## config.mk

```make
export PLATFORM = sky130hd
export DESIGN_NAME = rfq_manager
export DESIGN_NICKNAME = d
export VERILOG_FILES = /design/src/rfq_pkg.sv /design/src/rfq_manager.sv
export SDC_FILE = /design/constraint.sdc
export NUM_CORES = 1
export LEC_CHECK = 0
export BUFFER_PORTS_ARGS = -buffer_cell sky130_fd_sc_hd__clkbuf_2
export CAP_MARGIN = 20
export CORE_ASPECT_RATIO = 1.25
export CORE_MARGIN = 8
export CORE_UTILIZATION = 50
export CTS_BUF_LIST = sky130_fd_sc_hd__clkbuf_16
export DETAILED_ROUTE_END_ITERATION = 8
export PLACE_DENSITY = 0.71
export SKIP_CTS_REPAIR_TIMING = 1
export SYNTH_ARGS = -nofsm -noshare
export SYNTH_HDL_FRONTEND = slang
export SYNTH_SLANG_ARGS = --single-unit
```

## constraint.sdc

```tcl
create_clock -name mclk -period 5.82 [get_ports mclk]
set_input_delay 0.582 -clock mclk [delete_from_list [all_inputs] [get_ports mclk]]
set_output_delay 0.582 -clock mclk [all_outputs]
set_load 0.02 [all_outputs]
```

## src/rfq_pkg.sv

```systemverilog
// package for the receive free-queue manager: register map, fields, reset values
package rfq_pkg;
  localparam logic [11:0] OFF_BASE_LOW = 12'h700;
  localparam logic [11:0] OFF_BASE_HIGH = 12'h704;
  localparam logic [11:0] OFF_END_ADDR = 12'h708;
  localparam logic [11:0] OFF_SMALL_START = 12'h70c;
  localparam logic [11:0] OFF_LARGE_WR = 12'h710;
  localparam logic [11:0] OFF_SMALL_WR = 12'h714;
  localparam logic [11:0] OFF_LARGE_RD = 12'h718;
  localparam logic [11:0] OFF_SMALL_RD = 12'h71c;
  localparam logic [11:0] OFF_DESC_BASE_LOW = 12'h750;
  localparam logic [11:0] OFF_DESC_BASE_HIGH = 12'h754;
  localparam logic [11:0] OFF_CTRL = 12'h7a0;
  localparam logic [11:0] OFF_STATUS = 12'h7a4;
  localparam logic [11:0] OFF_MASK = 12'h7a8;
  localparam logic [11:0] OFF_LARGE_SIZE = 12'h7ac;
  localparam logic [11:0] OFF_SMALL_SIZE = 12'h7b0;
  localparam logic [11:0] OFF_CHAN_SEL_BASE = 12'h7c0;
  localparam int NUM_CHAN = 8;
  localparam int CHAN_W = 3;
  localparam int CTRL_RX_ENABLE_BIT = 0;
  localparam int ST_LARGE_DONE = 0;
  localparam int ST_SMALL_DONE = 1;
  localparam int ST_LARGE_UNDER = 2;
  localparam int ST_SMALL_UNDER = 3;
  localparam int ENTRY_SHIFT = 3;
  localparam logic [15:0] PTR_RESET = 16'h0000;
  localparam logic [31:0] ADDR_RESET = 32'h0000_0000;
  localparam logic [12:0] SIZE_RESET = 13'h0000;
  localparam logic [3:0] FLAGS_RESET = 4'h0;

  typedef struct packed {
    logic [31:0] data_buffer_addr;
    logic [31:0] descriptor_addr;
    logic [15:0] descriptor_ptr;
    logic [12:0] buffer_size;
    logic [CHAN_W-1:0] channel;
  } rfq_grant_t;

  typedef struct packed {
    logic [31:0] dword0;
    logic [31:0] dword1;
  } rfq_entry_t;
endpackage : rfq_pkg

```

## src/rfq_manager.sv

```systemverilog
// receive free-queue manager: pointers, address calculation, entry fetch, status and interrupt
// Summary of operation
// host fills free queue entries with buffer address and descriptor pointer
// first entry dword is taken whole as the data buffer start address
// low 16 bits of second dword offset the descriptor base to find descriptor
// upper 16 bits of second dword are ignored
// free queue is split into a large-buffer and a small-buffer circular queue
// per-channel selection picks large or small queue; sizes set by host
// on a data request, fetch the next entry from the channel's queue
// single size use: small start equals end address, no channel selects small
// host programs all at init; device moves read pointers, host write pointers
// queue is empty when read pointer equals write pointer
// full when read pointer leads write by one; host leaves one slot free
// large entry address is base plus pointer times eight
// small entry address is base plus eight times small start plus eight times pointer
// entry layout is the same with or without big-endian ordering
// after a read the pointer advances one; at or past its boundary it wraps to zero
// each read sets the done flag of the queue used, interruptible
// read on empty queue sets underflow flag, no read, no advance
// fetching starts only once the receive DMA enable bit is set
// read pointers stay zero after reset until the host programs them; the code also lets a fetch advance them from zero without a host write
`timescale 1ns/100ps
module rfq_manager (
  input wire logic mclk,
  input wire logic rstn,
  input wire logic [11:0] reg_addr,
  input wire logic [31:0] reg_wdata,
  input wire logic reg_wr,
  input wire logic reg_rd,
  output logic [31:0] reg_rdata,
  input wire logic fetch_req,
  input wire logic [rfq_pkg::CHAN_W-1:0] fetch_chan,
  output logic mem_rd_req,
  output logic [31:0] mem_rd_addr,
  input wire logic mem_rd_valid,
  input wire logic [63:0] mem_rd_data,
  output logic grant_valid,
  output rfq_pkg::rfq_grant_t grant,
  output logic fetch_error,
  output logic irq
);
  import rfq_pkg::*;

  typedef enum logic [1:0] {RFQ_IDLE, RFQ_READ, RFQ_WAIT} rfq_state_t;

  logic [15:0] base_low_reg;
  logic [15:0] base_high_reg;
  logic [15:0] end_addr_reg;
  logic [15:0] small_start_reg;
  logic [15:0] large_wr_reg;
  logic [15:0] small_wr_reg;
  logic [15:0] large_rd_reg;
  logic [15:0] small_rd_reg;
  logic [15:0] desc_base_low_reg;
  logic [15:0] desc_base_high_reg;
  logic ctrl_enable_reg;
  logic [3:0] status_reg;
  logic [3:0] mask_reg;
  logic [12:0] large_size_reg;
  logic [12:0] small_size_reg;
  logic [NUM_CHAN-1:0] chan_small_reg;
  rfq_state_t state_reg;
  logic use_small_reg;
  logic [CHAN_W-1:0] chan_reg;
  logic [31:0] rdata_next;
  logic [3:0] status_set;
  logic [3:0] status_clr;
  logic [15:0] rd_ptr_cur;
  logic [15:0] wr_ptr_cur;
  logic [15:0] rd_ptr_inc;
  logic [16:0] small_abs_inc;
  logic [15:0] rd_ptr_next;
  logic [15:0] bound_cur;
  logic queue_empty;
  logic [31:0] entry_addr;
  logic large_adv;
  logic small_adv;
  rfq_entry_t entry;

  // register offset compare, used by the write decoders; the read mux compares reg_addr directly
  function automatic logic hit(input logic [11:0] a, input logic [11:0] off);
    hit = (a == off);
  endfunction : hit

  // channel selection is a bit per channel so software can flip one channel without read-modify-write races
  function automatic logic [11:0] chan_off(input int i);
    chan_off = 12'(OFF_CHAN_SEL_BASE + 12'(i * 4));
  endfunction : chan_off

  // entry address of the selected queue; pointers are in entries of two dwords
  function automatic logic [31:0] entry_byte_addr(input logic sel_small, input logic [15:0] ptr,
                                                  input logic [31:0] base, input logic [15:0] sstart);
    logic [31:0] off;
    off = {13'h0000, ptr, 3'h0};
    if (sel_small) begin
      off = off + {13'h0000, sstart, 3'h0};
    end
    entry_byte_addr = base + off;
  endfunction : entry_byte_addr

  assign entry = mem_rd_data;

  // queue selection and empty test against the host write pointer
  always_comb begin
    rd_ptr_cur = use_small_reg ? small_rd_reg : large_rd_reg;
    wr_ptr_cur = use_small_reg ? small_wr_reg : large_wr_reg;
    // large queue ends at the small start, small queue ends at the end address
    bound_cur = use_small_reg ? end_addr_reg : small_start_reg;
    queue_empty = (rd_ptr_cur == wr_ptr_cur);
    rd_ptr_inc = rd_ptr_cur + 16'h0001;
    // small pointer is relative to the small start, so compare it in absolute entries
    // 17 bits so a pointer near the top of its range cannot slip past the boundary test
    small_abs_inc = {1'b0, rd_ptr_inc} + {1'b0, small_start_reg};
    if (use_small_reg) begin
      rd_ptr_next = (small_abs_inc >= {1'b0, bound_cur}) ? PTR_RESET : rd_ptr_inc;
    end else begin
      rd_ptr_next = (rd_ptr_inc >= bound_cur) ? PTR_RESET : rd_ptr_inc;
    end
    entry_addr = entry_byte_addr(use_small_reg, rd_ptr_cur, {base_high_reg, base_low_reg}, small_start_reg);
  end

  // fetch sequencer
  always_ff @(posedge mclk or negedge rstn) begin
    if (!rstn) begin
      state_reg <= RFQ_IDLE;
      use_small_reg <= 1'b0;
      chan_reg <= '0;
    end else begin
      case (state_reg)
        RFQ_IDLE: begin
          if (fetch_req && ctrl_enable_reg) begin
            use_small_reg <= chan_small_reg[fetch_chan];
            chan_reg <= fetch_chan;
            state_reg <= RFQ_READ;
          end
        end
        RFQ_READ: begin
          state_reg <= queue_empty ? RFQ_IDLE : RFQ_WAIT;
        end
        RFQ_WAIT: begin
          if (mem_rd_valid) begin
            state_reg <= RFQ_IDLE;
          end
        end
        default: begin
          state_reg <= RFQ_IDLE;
        end
      endcase
    end
  end

  assign large_adv = (state_reg == RFQ_WAIT) && mem_rd_valid && !use_small_reg;
  assign small_adv = (state_reg == RFQ_WAIT) && mem_rd_valid && use_small_reg;

  // memory read request toward the bus master
  always_ff @(posedge mclk or negedge rstn) begin
    if (!rstn) begin
      mem_rd_req <= 1'b0;
      mem_rd_addr <= ADDR_RESET;
    end else begin
      mem_rd_req <= (state_reg == RFQ_READ) && !queue_empty;
      if (state_reg == RFQ_READ) begin
        mem_rd_addr <= entry_addr;
      end
    end
  end

  // one-cycle result pulses toward the receive DMA
  always_ff @(posedge mclk or negedge rstn) begin
    if (!rstn) begin
      grant_valid <= 1'b0;
      fetch_error <= 1'b0;
    end else begin
      grant_valid <= (state_reg == RFQ_WAIT) && mem_rd_valid;
      fetch_error <= (state_reg == RFQ_READ) && queue_empty;
    end
  end

  // grant to the receive DMA; same field positions regardless of byte order mode
  always_ff @(posedge mclk or negedge rstn) begin
    if (!rstn) begin
      grant <= '0;
    end else if ((state_reg == RFQ_WAIT) && mem_rd_valid) begin
      grant.data_buffer_addr <= entry.dword0;
      grant.descriptor_ptr <= entry.dword1[15:0];
      grant.descriptor_addr <= {desc_base_high_reg, desc_base_low_reg} + {12'h000, entry.dword1[15:0], 4'h0};
      grant.buffer_size <= use_small_reg ? small_size_reg : large_size_reg;
      grant.channel <= chan_reg;
    end
  end

  // large read pointer: zero after reset, host may program, device advances
  always_ff @(posedge mclk or negedge rstn) begin
    if (!rstn) begin
      large_rd_reg <= PTR_RESET;
    end else if (large_adv) begin
      large_rd_reg <= rd_ptr_next;
    end else if (reg_wr && hit(reg_addr, OFF_LARGE_RD)) begin
      large_rd_reg <= reg_wdata[15:0];
    end
  end

  // small read pointer; an advance beats a host write in the same cycle
  always_ff @(posedge mclk or negedge rstn) begin
    if (!rstn) begin
      small_rd_reg <= PTR_RESET;
    end else if (small_adv) begin
      small_rd_reg <= rd_ptr_next;
    end else if (reg_wr && hit(reg_addr, OFF_SMALL_RD)) begin
      small_rd_reg <= reg_wdata[15:0];
    end
  end

  // queue geometry, written by the host at initialisation
  always_ff @(posedge mclk or negedge rstn) begin
    if (!rstn) begin
      base_low_reg <= PTR_RESET;
      base_high_reg <= PTR_RESET;
      end_addr_reg <= PTR_RESET;
      small_start_reg <= PTR_RESET;
    end else if (reg_wr) begin
      if (hit(reg_addr, OFF_BASE_LOW)) begin
        base_low_reg <= reg_wdata[15:0];
      end
      if (hit(reg_addr, OFF_BASE_HIGH)) begin
        base_high_reg <= reg_wdata[15:0];
      end
      if (hit(reg_addr, OFF_END_ADDR)) begin
        end_addr_reg <= reg_wdata[15:0];
      end
      if (hit(reg_addr, OFF_SMALL_START)) begin
        small_start_reg <= reg_wdata[15:0];
      end
    end
  end

  // host write pointers; only software moves them, keeping one slot free is its duty
  always_ff @(posedge mclk or negedge rstn) begin
    if (!rstn) begin
      large_wr_reg <= PTR_RESET;
      small_wr_reg <= PTR_RESET;
    end else if (reg_wr) begin
      if (hit(reg_addr, OFF_LARGE_WR)) begin
        large_wr_reg <= reg_wdata[15:0];
      end
      if (hit(reg_addr, OFF_SMALL_WR)) begin
        small_wr_reg <= reg_wdata[15:0];
      end
    end
  end

  // descriptor base for the pointer-to-address step
  always_ff @(posedge mclk or negedge rstn) begin
    if (!rstn) begin
      desc_base_low_reg <= PTR_RESET;
      desc_base_high_reg <= PTR_RESET;
    end else if (reg_wr) begin
      if (hit(reg_addr, OFF_DESC_BASE_LOW)) begin
        desc_base_low_reg <= reg_wdata[15:0];
      end
      if (hit(reg_addr, OFF_DESC_BASE_HIGH)) begin
        desc_base_high_reg <= reg_wdata[15:0];
      end
    end
  end

  // receive enable; clearing it stops new fetches but lets one in flight finish
  always_ff @(posedge mclk or negedge rstn) begin
    if (!rstn) begin
      ctrl_enable_reg <= 1'b0;
    end else if (reg_wr && hit(reg_addr, OFF_CTRL)) begin
      ctrl_enable_reg <= reg_wdata[CTRL_RX_ENABLE_BIT];
    end
  end

  // interrupt mask, same layout as the status register
  always_ff @(posedge mclk or negedge rstn) begin
    if (!rstn) begin
      mask_reg <= FLAGS_RESET;
    end else if (reg_wr && hit(reg_addr, OFF_MASK)) begin
      mask_reg <= reg_wdata[3:0];
    end
  end

  // buffer sizes handed out with each grant
  always_ff @(posedge mclk or negedge rstn) begin
    if (!rstn) begin
      large_size_reg <= SIZE_RESET;
      small_size_reg <= SIZE_RESET;
    end else if (reg_wr) begin
      if (hit(reg_addr, OFF_LARGE_SIZE)) begin
        large_size_reg <= reg_wdata[12:0];
      end
      if (hit(reg_addr, OFF_SMALL_SIZE)) begin
        small_size_reg <= reg_wdata[12:0];
      end
    end
  end

  // per-channel buffer size selection, one register each
  for (genvar i = 0; i < NUM_CHAN; i++) begin : g_chan
    always_ff @(posedge mclk or negedge rstn) begin
      if (!rstn) begin
        chan_small_reg[i] <= 1'b0;
      end else if (reg_wr && hit(reg_addr, chan_off(i))) begin
        chan_small_reg[i] <= reg_wdata[0];
      end
    end
  end

  // sticky status; a new event in the clearing cycle wins
  always_comb begin
    status_set = FLAGS_RESET;
    status_set[ST_LARGE_DONE] = large_adv;
    status_set[ST_SMALL_DONE] = small_adv;
    status_set[ST_LARGE_UNDER] = (state_reg == RFQ_READ) && queue_empty && !use_small_reg;
    status_set[ST_SMALL_UNDER] = (state_reg == RFQ_READ) && queue_empty && use_small_reg;
  end

  // write-one-to-clear bits, zero when the status register is not addressed
  always_comb begin
    status_clr = FLAGS_RESET;
    if (reg_wr && hit(reg_addr, OFF_STATUS)) begin
      status_clr = reg_wdata[3:0];
    end
  end

  always_ff @(posedge mclk or negedge rstn) begin
    if (!rstn) begin
      status_reg <= FLAGS_RESET;
    end else begin
      status_reg <= (status_reg & ~status_clr) | status_set;
    end
  end

  // interrupt follows the register one cycle later so the output stays a plain flop
  always_ff @(posedge mclk or negedge rstn) begin
    if (!rstn) begin
      irq <= 1'b0;
    end else begin
      irq <= |(status_reg & mask_reg);
    end
  end

  // read mux; unmapped offsets read zero
  always_comb begin
    rdata_next = 32'h0000_0000;
    case (reg_addr)
      OFF_BASE_LOW: rdata_next[15:0] = base_low_reg;
      OFF_BASE_HIGH: rdata_next[15:0] = base_high_reg;
      OFF_END_ADDR: rdata_next[15:0] = end_addr_reg;
      OFF_SMALL_START: rdata_next[15:0] = small_start_reg;
      OFF_LARGE_WR: rdata_next[15:0] = large_wr_reg;
      OFF_SMALL_WR: rdata_next[15:0] = small_wr_reg;
      OFF_LARGE_RD: rdata_next[15:0] = large_rd_reg;
      OFF_SMALL_RD: rdata_next[15:0] = small_rd_reg;
      OFF_DESC_BASE_LOW: rdata_next[15:0] = desc_base_low_reg;
      OFF_DESC_BASE_HIGH: rdata_next[15:0] = desc_base_high_reg;
      OFF_CTRL: rdata_next[CTRL_RX_ENABLE_BIT] = ctrl_enable_reg;
      OFF_STATUS: rdata_next[3:0] = status_reg;
      OFF_MASK: rdata_next[3:0] = mask_reg;
      OFF_LARGE_SIZE: rdata_next[12:0] = large_size_reg;
      OFF_SMALL_SIZE: rdata_next[12:0] = small_size_reg;
      default: begin
        for (int i = 0; i < NUM_CHAN; i++) begin
          if (reg_addr == chan_off(i)) begin
            rdata_next[0] = chan_small_reg[i];
          end
        end
      end
    endcase
  end

  always_ff @(posedge mclk or negedge rstn) begin
    if (!rstn) begin
      reg_rdata <= 32'h0000_0000;
    end else if (reg_rd) begin
      reg_rdata <= rdata_next;
    end
  end
endmodule : rfq_manager

```

### After elaboration in Yosys (flattened, before gate mapping)

Cells that the tools add are included.

* memory bits (read-only): 0
* latch bits: 0
* memories: 0
* logic and storage cells: 147
* bits in registers: 357
* output and inout bits: 164
* bits in writable memories: 0
* input bits: 117

* div/mod/pow operators: 0
* equality and inequality tests: 28
* reductions and logical operators: 39
* $mul: 0
* shift operators: 0
* order comparisons: 3
* muxes and demuxes: 31
* bitwise logic cells: 4
* add/subtract/negate cells: 5

Operators with widths (count)
* equality test 12 x 11 -> 1 bit (second input constant): 23
* two-way mux 16 bit: 10
* one-hot mux 9 bit (12 select lines): 1
* one-hot mux 3 bit (14 select lines): 1
* adder 32 x 20 -> 32 bit: 1
* adder 32 bit: 1
* one-hot mux 3 bit (10 select lines): 1
* AND reduction 2 bit: 12
* logical AND 1 bit: 21
* adder 19 x 19 -> 20 bit: 1
* two-way mux 20 bit: 1
* adder 16 x 16 -> 17 bit: 1
* greater-or-equal comparator 17 x 16 -> 1 bit: 1
* adder 16 x 1 -> 16 bit (second input constant): 1
* equality test 16 bit: 1
* greater-or-equal comparator 16 bit: 1
* one-hot mux 1 bit (15 select lines): 1
* two-way mux 13 bit: 1
* two-way mux 1 bit: 9
* AND 4 bit: 2
* two-way mux 2 bit: 3
* one-hot mux 2 bit (3 select lines): 1
* < comparator 3 x 4 -> 1 bit (second input constant): 1
* two-way mux 4 bit: 1
* other kinds (10): 13

### Depth between registers and ports, before layout

* word-level depth: 10
* depth in mapped cells: 24
* mapped depth without buffers: 23

### Worst setup path after synthesis

Ideal clock, no wire load.

* path kind: flip-flop to flip-flop
* from: reg use_small_reg
* to: reg small_rd_reg[1]
* stages on the path, launching flop included: 22
* arrival time: 4608 ps
* setup time: 94 ps
* data required time: 5726 ps
* clock period less this slack: 4702 ps
* path buffers: 1
* setup slack: 1118 ps
* path through: dfrtp_1 -> buf_4 -> mux2i_1 -> inv_1 -> ha_1 -> fa_1 -> a21o_1 -> a21oi_1 -> o21bai_1 -> a21oi_1 -> o31ai_1 -> nand3_1 -> nand2_1 -> xor2_1 -> ha_1 -> nand4_1 -> nor2_1 -> o21ai_0 -> a31oi_1 -> o31ai_1 -> o211ai_2 -> a211oi_1

* cells in the longest elaborated chain, start to end: 7
* elaborated cells between the ends (all ways): 12
* classes of those cells: add/sub: 2; order compare: 2; mux: 6; reduce/logical: 2

Ends and longest elaborated chain
* from (decl): RTL line rfq_manager.sv:63 `logic use_small_reg;`
* from (signal assigned): RTL line rfq_manager.sv:132 `use_small_reg <= chan_small_reg[fetch_chan];`
* two-way mux 16 bit: RTL line rfq_manager.sv:105 `rd_ptr_cur = use_small_reg ? small_rd_reg : large_rd_reg;`
* adder 16 x 1 -> 16 bit: RTL line rfq_manager.sv:110 `rd_ptr_inc = rd_ptr_cur + 16'h0001;`
* adder 16 x 16 -> 17 bit: RTL line rfq_manager.sv:113 `small_abs_inc = {1'b0, rd_ptr_inc} + {1'b0, small_start_reg};`
* greater-or-equal comparator 17 x 16 -> 1 bit: RTL line rfq_manager.sv:115 `rd_ptr_next = (small_abs_inc >= {1'b0, bound_cur}) ? PTR_RESET : rd_ptr_inc;`
* two-way mux 16 bit: RTL line rfq_manager.sv:115
* two-way mux 16 bit: RTL line rfq_manager.sv:114 `if (use_small_reg) begin`
* two-way mux 16 bit: RTL line rfq_manager.sv:207 `end else if (small_adv) begin`
* to (signal assigned): RTL line rfq_manager.sv:208 `small_rd_reg <= rd_ptr_next;`
* to (signal assigned): RTL line rfq_manager.sv:210 `small_rd_reg <= reg_wdata[15:0];`
* to (decl): RTL line rfq_manager.sv:53 `logic [15:0] small_rd_reg;`

Parallel ways exist; a longest one is shown, timed or not.
A chain may end at the register's enable or synchronous reset.

### Final worst setup path

* from: reg use_small_reg
* to: reg mem_rd_addr[31]

* cells in the longest elaborated chain, start to end: 4

Ends and longest elaborated chain
* two-way mux 16 bit: RTL line rfq_manager.sv:105
* adder 19 x 19 -> 20 bit: RTL line rfq_manager.sv:96 `off = off + {13'h0000, sstart, 3'h0};`
* two-way mux 20 bit *: RTL line rfq_manager.sv:95 `if (sel_small) begin`
* adder 32 bit *: RTL line rfq_manager.sv:98 `entry_byte_addr = base + off;`
* to (signal assigned): RTL line rfq_manager.sv:163 `mem_rd_addr <= entry_addr;`
* to (decl): RTL line rfq_manager.sv:34 `output logic [31:0] mem_rd_addr,`

Every way passes the cells marked *; elsewhere a longest branch is shown, timed or not.

==> results by group <==
Hold path
  • Min-delay worst type: primary input to async pin

Detailed routing
  • Max Used Layer: met4
  • DRC viols: 0
  • First drt pass iteration count: 6
  • Met1 WL: 26600 um
  • Routed Antenna Nets: 0
  • Drt total wl: around 66000 um
  • DR vias/cell: about 6
  • Length of routed met2 wiring: between 30000 and 40000 um
  • Vias: approximately 17000
  • WL met3: between 5000 and 6000 um
  • Routed length per instance: between 20 and 25 um
  • DR iter-0 viols: 1504

Floorplanning
  • Number of top-level pins: roughly 280
  • Core Rows: between 80 and 90
  • Initial core utilization: 0.506
  • Die H: about 240 um
  • Die X: just under 200 um
  • DIE AREA: roughly 47000 sq um
  • Core ar.: between 40000 and 50000 sq um

Place
  • Post-detail-place hpwl: roughly 50000 um
  • RD Place Congestion: between 0.9 and 1
  • Port bufs: approximately 230

Cells and area
  • Share of cells above drive strength 1: 0.251
  • Fin nets: 2408
  • Top reg by flops: grant
  • Regs by FF count: grant (96), mem_rd_addr (32)
  • Area Growth Syn to Fin: 13.9%
  • Ant diodes: 0
  • Post-layout util: 0.577
  • Largest register FFs: 96

Logic synthesis
  • Avg Cell Area, Syn: 10.3 sq um
  • Cell variety after synth: ~80
  • #FFs+latches synth: ~360
  • Post-synth ARST share: 1.00
  • Main synth FF type: dfrtp_1
  • Post-synth EDFFs: 0
  • Largest area contributor in the netlist: dfrtp_1
  • Cells after synthesis: 1972
  • Warnings, synthesis: 0
  • Largest cells by area after synthesis: dfrtp_1, mux2_2, ha_1
  • Register area share after synthesis: 0.440
  • Synth top area share: 0.440
  • Mapped cell area: 20300 sq um

STA
  • Final hold violation count: 0
  • Worst slew pin tran: ~1.1 ns
  • Setup Viol. Count Final: 0
  • Fmax achieved: 186 MHz
  • WHS: ~0.055 ns
  • Relative slew slack: 0.267
  • Period utilization: 0.926
  • RSZ-0062 raised after global routing: no
  • Clock Skew: about 0.019 ns
  • Min cycle time layout: between 5 and 6 ns
  • Slew Limit Fails: 0
  • Setup TNS: 0 ns

Power
  • Int Power: 3.83 mW
  • Clock power share: 0.445
  • Power per Cell Area: 217 nW/um^2
  • Sequential power share: 0.499
  • Tot Pwr: 5.03 mW
  • Comb power frac: 0.056
  • Leak: around 12 nW
  • Peak supply drop: about 0.00017 V
  • Switching fraction of total power: 0.238
  • Switching power: roughly 1.2 mW

Global routing
  • First-pass GRT wire length: 102000 um
  • Initial antenna violation count: 0
  • Global route overflow: 0
  • Vias in the first global route: 16725
  • Largest net degree at the start of global routing: between 100 and 150
  • Total track usage: 0.277

Clocking
  • Clk Latency, worst-skew pair: roughly 0.54 ns
  • Clk root buf: clkbuf_16
  • TritonCTS clock tree: done
  • CTS Buffer Depth: 3
  • H-tree Lvls: 2
  • CTS clk-pin slew, worst paths: roughly 0.060 ns
  • Inserted Clock Buffers: 38
  • # clock sinks: approximately 360

Setup path
  • Crit end category: flop
  • Worst setup SP type: flop
  • Worst Path Arrival: 5.77 ns
  • Kind of critical path: flop to flop
  • CP max FO: 11
  • Critical Path RT: just over 6 ns

Status
  • Status: complete, no violations

Run
  • Max-Cap Viols: 0
[metal layers]
layer,GRT usage,vias up
met2,0.462,723
met1,0.348,8284
met3,0.0497,130
met5,0,-
li1,-,7510
met4,0.126,0
[path summary, 6_finish.rpt]
path	slack [ns]	cells after the start	start	endpoint
min	0.06	1	rstn	grant[83]
min in group mclk	0.24	3	mem_rd_data[62]	grant[94]
max	0.43	21	use_small_reg	mem_rd_addr[31]
max in group asynchronous	4.19	2	rstn	use_small_reg
max reg2reg	0.43	21	use_small_reg	mem_rd_addr[31]
min reg2reg	0.47	2	grant[88]	grant[88]
[layout by cell type (no fill, tap or decap), drive strengths merged, types with 6 or more instances in the layout]
| cell | synthesis | layout |
|---|---|---|
| a211oi | 19 | 19 |
| a21boi | 8 | 8 |
| a21o | 29 | 29 |
| a21oi | 64 | 64 |
| a221oi | 12 | 12 |
| a222oi | 30 | 30 |
| a22o | 14 | 14 |
| a22oi | 29 | 29 |
| a31oi | 8 | 8 |
| and2 | 7 | 7 |
| and3 | 12 | 12 |
| and4 | 6 | 6 |
| buf | 56 | 39 |
| clkbuf | 57 | 270 |
| clkinv | 0 | 13 |
| conb | 1 | 16 |
| dfrtp | 357 | 357 |
| ha | 103 | 103 |
| inv | 53 | 67 |
| mux2 | 183 | 183 |
| mux2i | 78 | 78 |
| nand2 | 308 | 308 |
| nand2b | 10 | 10 |
| nand3 | 42 | 42 |
| nand4 | 12 | 12 |
| nor2 | 83 | 83 |
| nor2b | 18 | 18 |
| nor3 | 16 | 16 |
| nor4 | 11 | 11 |
| o2111ai | 7 | 7 |
| o21ai | 120 | 120 |
| o22ai | 21 | 21 |
| o31ai | 12 | 12 |
| or2 | 11 | 11 |
| or3 | 10 | 10 |
| xnor2 | 65 | 65 |
| xor2 | 35 | 35 |
[through the flow]
| stage | cells | worst slack, ns | cell area (sq um) |
|---|---|---|---|
| 6_report | 2757 | 0.430 | 23100 |
| 5_1_grt | 2757 | 0.0924 | 23100 |
| 4_1_cts | 2756 | 0.353 | 23100 |
| 3_5_place_dp | 2689 | 0.414 | 22000 |
| 3_3_place_gp | 2689 | 0.520 | 22000 |
| 2_1_floorplan | 1987 | 1.12 | 20400 |
[synth_stat cells, types with 42 or more instances]
cell,n
clkbuf_1,57
nor2_1,75
a21oi_1,64
nand2_1,299
nand3_1,42
ha_1,103
mux2_2,182
dfrtp_1,357
inv_1,51
mux2i_1,78
o21ai_0,117
xnor2_1,63
[power groups by stage]
stage                     sequential (mW)  clock (mW)  combinational (mW)
after floorplan                      2.55           0               0.131
after detailed placement             2.56           0               0.277
after CTS                            2.51        2.27               0.278
after global routing                 2.51        2.37               0.305
final                                2.51        2.24               0.281
after global placement               2.56           0               0.273
[final cells by class]
class	instances	area, sq um
well taps	546	683
flip-flops and latches	357	8940
inverters	53	199
multi-input cells	1464	10700
repair buffers	270	1500
fillers	3448	17000
clock inverters	28	143
clock buffers	39	976
[kinds of logic (layout without fill, tap and decap cells)]
group | after synthesis | in the layout | synth area share
flops | 357 | 357 | 0.440
simple gates | 561 | 561 | 0.129
compound gates | 416 | 416 | 0.140
xor+xnor | 100 | 100 | 0.0439
other cells | 1 | 16 | 0.000185
mux | 264 | 264 | 0.143
buf+inv | 166 | 390 | 0.0369
fa+ha+maj | 107 | 107 | 0.0674
[worst max-delay path, stage by stage, from the launching register on]
cell and delay, ns:
dfrtp_4 0.57, mux2i_1 0.29, inv_1 0.19, ha_1 0.25
fa_1 0.41, a21o_1 0.18, a21oi_1 0.25, o21ai_0 0.28
a211oi_1 0.47, o31ai_1 0.17, a21oi_1 0.20, xnor2_1 0.10
a21o_1 0.19, ha_1 0.32, and2_1 0.19, nand2_1 0.09
a211oi_2 0.29, o41ai_2 0.13, buf_4 0.18, nor3b_1 0.23
xnor2_1 0.14, o21ai_0 0.10
(Power assumes the default switching activity.)
